<file path="src/ptw_pkg.sv">
// shared constants and types for the target memory write path
package ptw_pkg;
    // target_status vector layout
    localparam int TSR_W = 12;
    localparam int BAR_W = 6;
    localparam int TSR_BAR_LSB = 0;
    localparam int TSR_WIDE = 7;
    localparam int TSR_BUSY = 8;
    localparam int TSR_BURST = 9;
    localparam int TSR_DONE = 10;
    localparam logic [TSR_W-1:0] TSR_RESET = 12'h000;
    // wishbone register map, byte addresses
    localparam logic [7:0] REG_CTRL = 8'h00;
    localparam logic [7:0] REG_STATUS = 8'h04;
    localparam logic [7:0] REG_COUNT = 8'h08;
    localparam int CTRL_ENABLE = 0;
    localparam logic CTRL_ENABLE_RST = 1'b1;
    localparam int STAT_STATE_LSB = 16;
    localparam int COUNT_W = 16;
    localparam logic [COUNT_W-1:0] COUNT_RST = 16'h0000;
    // control pin indices for the driver array
    localparam int PIN_DEVSEL = 0;
    localparam int PIN_TRDY = 1;
    localparam int PIN_STOP = 2;
    localparam int PIN_ACK64 = 3;
    localparam int PIN_N = 4;
    // target sequencer states
    typedef enum logic [2:0] {
        ST_IDLE,
        ST_DECODE,
        ST_CLAIM,
        ST_DATA,
        ST_TURN,
        ST_RELEASE,
        ST_WAITBUS
    } ptw_state_t;
endpackage : ptw_pkg

</file>
<file path="src/ptw_stage.sv">
// one-stage local-side write data pipeline
`timescale 1ns/1ps
module ptw_stage #(
    parameter int DATA_W = 64,
    parameter int BE_W = 8
) (
    // clock and reset
    input wire logic clk_i,
    input wire logic rst_i,
    // capture side
    input wire logic load_i,
    input wire logic [DATA_W-1:0] data_i,
    input wire logic [BE_W-1:0] be_i,
    // drain side
    input wire logic take_i,
    output logic valid_o,
    output logic [DATA_W-1:0] data_o,
    output logic [BE_W-1:0] be_o
);
    // valid flag: a load refills, a take empties
    always_ff @(posedge clk_i) begin
        if (rst_i) begin
            valid_o <= 1'b0;
        end else if (load_i) begin
            valid_o <= 1'b1;
        end else if (take_i) begin
            valid_o <= 1'b0;
        end
    end

    // data and byte enables are only written on a completed bus phase
    always_ff @(posedge clk_i) begin
        if (rst_i) begin
            data_o <= '0;
            be_o <= '0;
        end else if (load_i) begin
            data_o <= data_i;
            be_o <= be_i;
        end
    end
endmodule : ptw_stage

</file>
<file path="src/ptw_ctl_drv.sv">
// registered driver for one sustained tri-state target control pin
`timescale 1ns/1ps
module ptw_ctl_drv (
    // clock and reset
    input wire logic clk_i,
    input wire logic rst_i,
    // next drive request
    input wire logic on_nxt_i,
    input wire logic assert_nxt_i,
    // pin side, active low level
    output logic pin_o,
    output logic pin_oe_o
);
    // pin level and enable are flops so the pin never glitches
    always_ff @(posedge clk_i) begin
        if (rst_i) begin
            pin_o <= 1'b1;
            pin_oe_o <= 1'b0;
        end else begin
            pin_o <= ~(on_nxt_i & assert_nxt_i);
            pin_oe_o <= on_nxt_i;
        end
    end
endmodule : ptw_ctl_drv

</file>
<file path="src/ptw_target_write.sv">
// target memory write path: pci control, local pipeline, status and wishbone regs
//
// The register offsets and the Wishbone interface to the registers were decided locally.
`timescale 1ns/1ps
module ptw_target_write #(
    parameter int DATA_W = 64,
    parameter int ADDR_W = 8
) (
    // clock and reset
    input wire logic clk_i,
    input wire logic rst_i,
    // pci bus inputs, same clock as the core
    input wire logic framen_i,
    input wire logic irdyn_i,
    input wire logic req64n_i,
    input wire logic [DATA_W-1:0] ad_i,
    input wire logic [DATA_W/8-1:0] cben_i,
    // address decoder result, valid in the decode cycle
    input wire logic hit_i,
    input wire logic [ptw_pkg::BAR_W-1:0] bar_hit_i,
    // pci target control pins
    output logic devseln_o,
    output logic devseln_oe_o,
    output logic trdyn_o,
    output logic trdyn_oe_o,
    output logic stopn_o,
    output logic stopn_oe_o,
    output logic ack64n_o,
    output logic ack64n_oe_o,
    // local side
    input wire logic local_ready_n_i,
    output logic local_ack_n_o,
    output logic local_xfer_n_o,
    output logic local_frame_n_o,
    output logic [DATA_W-1:0] local_data_out_o,
    output logic [DATA_W/8-1:0] local_byte_en_out_o,
    output logic [ptw_pkg::TSR_W-1:0] target_status_o,
    // wishbone slave
    input wire logic wb_cyc_i,
    input wire logic wb_stb_i,
    input wire logic wb_we_i,
    input wire logic [ADDR_W-1:0] wb_adr_i,
    input wire logic [3:0] wb_sel_i,
    input wire logic [31:0] wb_dat_i,
    output logic [31:0] wb_dat_o,
    output logic wb_ack_o
);
    localparam int BE_W = DATA_W / 8;
    localparam bit WIDE = (DATA_W == 64);

    ptw_pkg::ptw_state_t state_r;
    ptw_pkg::ptw_state_t state_nxt;
    logic bus_idle_r;
    logic is64_r;
    logic ready_prev_r;
    logic local_frame_r;
    logic enable_r;
    logic [ptw_pkg::TSR_W-1:0] tsr_r;
    logic [ptw_pkg::COUNT_W-1:0] count_r;
    logic pipe_valid;
    logic dphase;
    logic last_phase;
    logic xfer;
    logic burst_seen;
    logic [ptw_pkg::PIN_N-1:0] pin_on_nxt;
    logic [ptw_pkg::PIN_N-1:0] pin_asrt_nxt;
    logic [ptw_pkg::PIN_N-1:0] pin_lvl;
    logic [ptw_pkg::PIN_N-1:0] pin_oe;
    logic wb_req;
    logic [ADDR_W-1:0] wb_word;

    // control drivers are on from claim through the drive-high turn cycle
    function automatic logic drv_active(input ptw_pkg::ptw_state_t s);
        drv_active = (s == ptw_pkg::ST_CLAIM) || (s == ptw_pkg::ST_DATA) || (s == ptw_pkg::ST_TURN);
    endfunction : drv_active

    // the claim spans these states; burst detection is armed in them
    function automatic logic in_claim(input ptw_pkg::ptw_state_t s);
        in_claim = (s == ptw_pkg::ST_DECODE) || (s == ptw_pkg::ST_CLAIM) || (s == ptw_pkg::ST_DATA);
    endfunction : in_claim

    // bus events seen this cycle
    assign dphase = (state_r == ptw_pkg::ST_DATA) && !trdyn_o && !irdyn_i;
    assign last_phase = dphase && framen_i;
    assign burst_seen = in_claim(state_r) && state_nxt != ptw_pkg::ST_WAITBUS && !irdyn_i && !framen_i;
    assign xfer = !local_ack_n_o && ready_prev_r;

    // bus idle tracker so only a true address phase starts a claim
    always_ff @(posedge clk_i) begin
        if (rst_i) begin
            bus_idle_r <= 1'b1;
        end else begin
            bus_idle_r <= framen_i && irdyn_i;
        end
    end

    // 64-bit request caught during the address phase
    always_ff @(posedge clk_i) begin
        if (rst_i) begin
            is64_r <= 1'b0;
        end else if (state_r == ptw_pkg::ST_IDLE && state_nxt == ptw_pkg::ST_DECODE) begin
            is64_r <= WIDE && !req64n_i;
        end
    end

    // sequencer next state
    always_comb begin
        state_nxt = state_r;
        unique case (state_r)
            ptw_pkg::ST_IDLE: begin
                if (!framen_i && bus_idle_r && enable_r) begin
                    state_nxt = ptw_pkg::ST_DECODE;
                end
            end
            ptw_pkg::ST_DECODE: begin
                state_nxt = hit_i ? ptw_pkg::ST_CLAIM : ptw_pkg::ST_WAITBUS;
            end
            ptw_pkg::ST_CLAIM: begin
                state_nxt = ptw_pkg::ST_DATA;
            end
            ptw_pkg::ST_DATA: begin
                if (last_phase) begin
                    state_nxt = ptw_pkg::ST_TURN;
                end
            end
            ptw_pkg::ST_TURN: begin
                state_nxt = ptw_pkg::ST_RELEASE;
            end
            ptw_pkg::ST_RELEASE: begin
                if (!pipe_valid || xfer) begin
                    state_nxt = ptw_pkg::ST_IDLE;
                end
            end
            ptw_pkg::ST_WAITBUS: begin
                if (framen_i && irdyn_i) begin
                    state_nxt = ptw_pkg::ST_IDLE;
                end
            end
            default: begin
                state_nxt = ptw_pkg::ST_IDLE;
            end
        endcase
    end

    // sequencer state register
    always_ff @(posedge clk_i) begin
        if (rst_i) begin
            state_r <= ptw_pkg::ST_IDLE;
        end else begin
            state_r <= state_nxt;
        end
    end

    // local ready remembered for the transfer strobe; trdy uses the current local ready
    always_ff @(posedge clk_i) begin
        if (rst_i) begin
            ready_prev_r <= 1'b0;
        end else begin
            ready_prev_r <= !local_ready_n_i;
        end
    end

    // next drive of each control pin; stop is never asserted on this path
    always_comb begin
        pin_on_nxt = '0;
        pin_asrt_nxt = '0;
        pin_on_nxt[ptw_pkg::PIN_DEVSEL] = drv_active(state_nxt);
        pin_on_nxt[ptw_pkg::PIN_TRDY] = drv_active(state_nxt);
        pin_on_nxt[ptw_pkg::PIN_STOP] = drv_active(state_nxt);
        pin_on_nxt[ptw_pkg::PIN_ACK64] = WIDE && drv_active(state_nxt);
        pin_asrt_nxt[ptw_pkg::PIN_DEVSEL] = (state_nxt == ptw_pkg::ST_DATA);
        pin_asrt_nxt[ptw_pkg::PIN_ACK64] = (state_nxt == ptw_pkg::ST_DATA) && is64_r;
        // trdy only follows a local ready, in the first phase and in bursts
        pin_asrt_nxt[ptw_pkg::PIN_TRDY] = (state_nxt == ptw_pkg::ST_DATA) && !local_ready_n_i;
    end

    // one registered driver per control pin
    genvar gi;
    generate
        for (gi = 0; gi < ptw_pkg::PIN_N; gi++) begin : g_drv
            ptw_ctl_drv u_drv (
                .clk_i(clk_i),
                .rst_i(rst_i),
                .on_nxt_i(pin_on_nxt[gi]),
                .assert_nxt_i(pin_asrt_nxt[gi]),
                .pin_o(pin_lvl[gi]),
                .pin_oe_o(pin_oe[gi])
            );
        end
    endgenerate

    // pin map
    assign devseln_o = pin_lvl[ptw_pkg::PIN_DEVSEL];
    assign devseln_oe_o = pin_oe[ptw_pkg::PIN_DEVSEL];
    assign trdyn_o = pin_lvl[ptw_pkg::PIN_TRDY];
    assign trdyn_oe_o = pin_oe[ptw_pkg::PIN_TRDY];
    assign stopn_o = pin_lvl[ptw_pkg::PIN_STOP];
    assign stopn_oe_o = pin_oe[ptw_pkg::PIN_STOP];
    assign ack64n_o = pin_lvl[ptw_pkg::PIN_ACK64];
    assign ack64n_oe_o = pin_oe[ptw_pkg::PIN_ACK64];

    // one-stage pipeline; a phase only completes when the slot will be free
    ptw_stage #(
        .DATA_W(DATA_W),
        .BE_W(BE_W)
    ) u_stage (
        .clk_i(clk_i),
        .rst_i(rst_i),
        .load_i(dphase),
        .data_i(ad_i),
        .be_i(cben_i),
        .take_i(xfer),
        .valid_o(pipe_valid),
        .data_o(local_data_out_o),
        .be_o(local_byte_en_out_o)
    );

    // local handshake outputs
    assign local_ack_n_o = !pipe_valid;
    assign local_xfer_n_o = !xfer;
    assign local_frame_n_o = !local_frame_r;

    // local frame from claim until the pipeline drains after release
    always_ff @(posedge clk_i) begin
        if (rst_i) begin
            local_frame_r <= 1'b0;
        end else if (state_nxt == ptw_pkg::ST_CLAIM) begin
            local_frame_r <= 1'b1;
        end else if (state_r == ptw_pkg::ST_RELEASE && state_nxt == ptw_pkg::ST_IDLE) begin
            local_frame_r <= 1'b0;
        end
    end

    // target status vector; a clear burst bit never implies single-cycle
    always_ff @(posedge clk_i) begin
        if (rst_i) begin
            tsr_r <= ptw_pkg::TSR_RESET;
        end else if (state_r == ptw_pkg::ST_TURN) begin
            tsr_r <= ptw_pkg::TSR_RESET;
        end else begin
            if (state_nxt == ptw_pkg::ST_CLAIM) begin
                tsr_r[ptw_pkg::TSR_BAR_LSB +: ptw_pkg::BAR_W] <= bar_hit_i;
                tsr_r[ptw_pkg::TSR_WIDE] <= is64_r;
                tsr_r[ptw_pkg::TSR_BUSY] <= 1'b1;
            end
            if (burst_seen) begin
                tsr_r[ptw_pkg::TSR_BURST] <= 1'b1;
            end
            tsr_r[ptw_pkg::TSR_DONE] <= dphase;
        end
    end
    assign target_status_o = tsr_r;

    // wishbone: one-cycle registered ack, dropped the cycle after
    assign wb_req = wb_cyc_i && wb_stb_i;
    assign wb_word = {wb_adr_i[ADDR_W-1:2], 2'b00};
    always_ff @(posedge clk_i) begin
        if (rst_i) begin
            wb_ack_o <= 1'b0;
        end else begin
            wb_ack_o <= wb_req && !wb_ack_o;
        end
    end

    // read mux registered with the ack; unmapped words read zero
    always_ff @(posedge clk_i) begin
        if (rst_i) begin
            wb_dat_o <= 32'h00000000;
        end else if (wb_req && !wb_ack_o) begin
            wb_dat_o <= 32'h00000000;
            if (wb_word == ADDR_W'(ptw_pkg::REG_CTRL)) begin
                wb_dat_o[ptw_pkg::CTRL_ENABLE] <= enable_r;
            end else if (wb_word == ADDR_W'(ptw_pkg::REG_STATUS)) begin
                wb_dat_o[ptw_pkg::TSR_W-1:0] <= tsr_r;
                wb_dat_o[ptw_pkg::STAT_STATE_LSB +: 3] <= state_r;
            end else if (wb_word == ADDR_W'(ptw_pkg::REG_COUNT)) begin
                wb_dat_o[ptw_pkg::COUNT_W-1:0] <= count_r;
            end
        end
    end

    // control register: enable gates new claims, written at the ack edge
    always_ff @(posedge clk_i) begin
        if (rst_i) begin
            enable_r <= ptw_pkg::CTRL_ENABLE_RST;
        end else if (wb_req && wb_ack_o && wb_we_i && wb_sel_i[0]
                     && wb_word == ADDR_W'(ptw_pkg::REG_CTRL)) begin
            enable_r <= wb_dat_i[ptw_pkg::CTRL_ENABLE];
        end
    end

    // completed phase counter; a write clears it but a same-cycle phase counts
    always_ff @(posedge clk_i) begin
        if (rst_i) begin
            count_r <= ptw_pkg::COUNT_RST;
        end else if (wb_req && wb_ack_o && wb_we_i && wb_word == ADDR_W'(ptw_pkg::REG_COUNT)) begin
            count_r <= dphase ? ptw_pkg::COUNT_W'(1) : ptw_pkg::COUNT_RST;
        end else if (dphase) begin
            count_r <= count_r + ptw_pkg::COUNT_W'(1);
        end
    end
endmodule : ptw_target_write

</file>
<file path="config.mk">
export PLATFORM = sky130hd
export DESIGN_NAME = ptw_target_write
export DESIGN_NICKNAME = d
export VERILOG_FILES = /design/src/ptw_pkg.sv /design/src/ptw_stage.sv /design/src/ptw_ctl_drv.sv /design/src/ptw_target_write.sv
export SDC_FILE = /design/constraint.sdc
export NUM_CORES = 1
export LEC_CHECK = 0
export ABC_AREA = 0
export BUFFER_PORTS_ARGS = -buffer_cell sky130_fd_sc_hd__buf_2
export CAP_MARGIN = 15
export CORE_ASPECT_RATIO = 0.6
export CORE_MARGIN = 10
export CORE_UTILIZATION = 49
export DETAILED_ROUTE_END_ITERATION = 16
export PLACE_DENSITY = 0.86
export SLEW_MARGIN = 25
export SYNTH_ARGS = -nofsm -noshare
export SYNTH_HDL_FRONTEND = slang
export SYNTH_HIERARCHICAL = 1
export SYNTH_SLANG_ARGS = --single-unit
</file>
<file path="constraint.sdc">
create_clock -name clk_i -period 5 [get_ports clk_i]
set_input_delay 0.5 -clock clk_i [delete_from_list [all_inputs] [get_ports clk_i]]
set_output_delay 0.5 -clock clk_i [all_outputs]
set_load 0.01 [all_outputs]
</file>
==> key figures <==
STA
  – Setup ws final: 1.90 ns
  – Slew @ Worst Pin: between 0.9 and 1 ns
  – Max Fclk: roughly 320 MHz
  – RSZ-0062 raised after global routing: false
  – Tmin final: 3.10 ns
  – Skew final: roughly 0.012 ns
  – Relative slew slack: 0.347
  – # setup viols final: 0
  – Period utilisation layout: 0.621
  – Slew Limit Fails: 0
  – Final hold vios: 0
  – Setup TNS: 0 ns

GRT
  – Met3 usage: 0.0751
  – Global Route Usage Sum: 0.184
  – Initial antenna violation count: 0
  – Met1 Track Usage GR: 0.211
  – Largest net degree at the start of global routing: 92
  – Vias in the first global route: 4,521
  – First-pass GRT wire length: around 23,000 um
  – GR peak layer: met2
  – M2 GR Usage: 0.305
  – Remaining Overflow, GRT: 0

Synth
  – Flops & latches, synth: 135
  – Asr flop ratio synth: 0
  – Post-synth EDFFs: 0
  – Synthesized cell area: 0.00528 mm2
  – Register area share after synthesis: 0.512
  – Warnings from Yosys: 6
  – Yosys cell types: 46
  – Mean Syn Cell Area: a little over 10 um2
  – Prevailing post-synth register cell: dfxtp_1
  – Gate Count Post-Synth: between 500 and 600

Floorplan
  – CORE AREA: 0.0105 mm2
  – Num rows: 29
  – Starting Density: 0.501
  – IO Pins: 260
  – Die area: 0.0155 mm2
  – Die height: approximately 100 um
  – Die width: 154 um

Placed design
  – Detail Placement HPWL: approximately 12,000 um
  – Port-buffer cells: approximately 210
  – Pre-CTS WS: 1.86 ns
  – Placed cells: 839
  – Routability Congestion: 0.847

Clock tree
  – Cts bufs inserted: 17
  – Root Buffer: clkbuf_16
  – Clk slew on worst S/H paths: 0.06 ns
  – CTS tree: built
  – CTS max path bufs: 2
  – CTS resizes: 0
  – H-tree levels: 4
  – Setup Fix Bufs, Post-CTS: 0
  – Clk Latency, worst-skew pair: 0.40 ns
  – # clock sinks: about 140
  – Post-CTS Hold Fix Bufs: 0

Cells and area
  – Antenna Cells: 0
  – Fin cells: 871
  – Commonest non-fill, non-tap cell in the layout: buf_2
  – Layout cells sized above 1: 0.346
  – Fin util: 0.649
  – Nets: between 800 and 900
  – Most frequent cells in the layout: buf_2 (208), dfxtp_1 (135), nor2_1 (105)
  – Synth-to-layout area growth: 29.4%

Critical path
  – Startpoint Class: register
  – Crit path kind: reg2reg
  – Reg2reg path depth: 5
  – Critical Path AT: 3.35 ns
  – Required @ worst endpoint: 5.24 ns
  – Internal reg-to-reg setup slack: 1.90 ns
  – Crit-path max FO: 28
  – Critical R2R Capture: u_stage/be_o[1]$_SDFFE_PP0P_
  – R2r startpoint: state_r[2]$_SDFF_PP0_
  – Crit. End Element: register

Power and ir drop
  – PwrDens: 369 mW/mm2
  – Peak supply drop: 0.000268 V
  – Leak Pwr: 0.00295 uW
  – Tot Pwr: about 2500 uW

Hold path
  – Hold Startpoint: local_ready_n_i
  – Hold EP: ready_prev_r$_SDFF_PP0_
  – Hold crit path type: in2reg
  – Hold depth: 2

Drt
  – Routed wire length: 14,900 um
  – Via count: 4,478
  – Via density: 5.14
  – WL/cell: about 17 um
  – DRT antenna net count: 0
  – DRT iter0 DRCs: 254
  – TritonRoute pass-1 iters: 5
  – Residual DRC count: 0

Outcome
  – Status: finished, final reports clean

Run
  – Max-Cap Viols: 0
[worst max path at each step]
| stage | from | to | slack (ns) |
|---|---|---|---|
| after global placement | irdyn_i | u_stage/be_o[3]$_SDFFE_PP0P_ | 1.95 |
| after floorplan | irdyn_i | u_stage/data_o[10]$_SDFFE_PP0P_ | 2.92 |
| after global routing | state_r[2]$_SDFF_PP0_ | u_stage/be_o[0]$_SDFFE_PP0P_ | 1.70 |
| after detailed placement | irdyn_i | u_stage/be_o[1]$_SDFFE_PP0P_ | 1.86 |
| final | state_r[2]$_SDFF_PP0_ | u_stage/be_o[1]$_SDFFE_PP0P_ | 1.90 |
| after CTS | state_r[2]$_SDFF_PP0_ | u_stage/be_o[0]$_SDFFE_PP0P_ | 1.93 |
[worst max-delay path, stage by stage, from the launching register on]
cell     delay (ns)
dfxtp_1        0.48
or4b_1         0.78
nor2_4         0.80
buf_4          0.52
mux2i_1        0.27
nor2_1         0.07
[layout make-up]
type                       count  area (um2)
multi-input combinational    345        2250
sequential                   135        2700
clock buffer                  19         453
tap                          139         174
inverter                       8        30.0
clock inverter                13         148
fill                         864        3690
timing repair buffer         212        1070
[state kept, by name, summed over array words and instances, names as in the netlist]
| register | cells |
|---|---|
| u_stage/valid_o | 1 |
| bus_idle_r | 1 |
| u_stage/be_o | 8 |
| wb_dat_o | 19 |
| u_stage/data_o | 64 |
| count_r | 16 |
| wb_ack_o | 1 |
| ready_prev_r | 1 |
| target_status_o | 10 |
| g_drv.u_drv/pin_oe_o | 4 |
| enable_r | 1 |
| is64_r | 1 |
| state_r | 3 |
| g_drv.u_drv/pin_o | 4 |
| local_frame_r | 1 |
[power by group]
part / leakage, uW / total, uW / internal [uW] / switching (uW)
registers: 0.00109 / 1130 / 1100 / 27.6
clock network: 0.000282 / 1230 / 766 / 469
logic: 0.00158 / 162 / 69.0 / 93.3
[through the flow]
stage	hold slack [ns]	area, um2
final	0.300	6830
after global routing	0.284	6830
after CTS	0.275	6820
after detailed placement	0.443	6220
after global placement	0.442	6220
after floorplan	0.453	5330
[synthesized netlist by cell type (3+ instances only)]
master     number  share of area
buf_12          8          0.030
nor3_1          5         0.0047
nor2b_1         5         0.0059
o2bb2ai_1       9          0.015
buf_4          16          0.023
and2_1          3         0.0036
nand2_1        14          0.010
dfxtp_1       135           0.51
nand4_1         6         0.0071
inv_1           8         0.0057
nor2_1        107          0.076
xnor2_1         6          0.010
a21oi_1        12          0.011
a31oi_1         6         0.0071
a22o_1          6          0.010
nand3b_1        5         0.0071
clkbuf_1       16          0.011
a22oi_1         9          0.013
nor4_1          4         0.0047
nand2b_1        4         0.0047
nand3_1         6         0.0057
mux2i_1        82           0.16
buf_2           6         0.0057
or3_1           6         0.0071
o21ai_0         8         0.0076
[metal layers]
layer  part of all wire  vias to the layer above  wire length, um
met1               0.42                     2091             6220
met5                  0                        -                0
met2               0.48                      211             7130
li1                   -                     2160                -
met3              0.093                       16             1390
met4              0.012                        0              184
[cells by family (layout without fill, tap and decap cells)]
| family | Yosys count | count (layout) | share of synthesized area |
|---|---|---|---|
| other | 1 | 16 | 0.000711 |
| AO/OA/AOI/OAI | 59 | 59 | 0.0773 |
| adder cells (fa/ha/maj) | 1 | 1 | 0.00237 |
| multiplexers | 83 | 83 | 0.158 |
| XOR/XNOR | 8 | 8 | 0.0133 |
| buffers and inverters | 55 | 252 | 0.0766 |
| AND/OR/NAND/NOR | 178 | 178 | 0.160 |
| flip-flops | 135 | 135 | 0.512 |
Note: power is estimated with default switching activity, not from simulation.
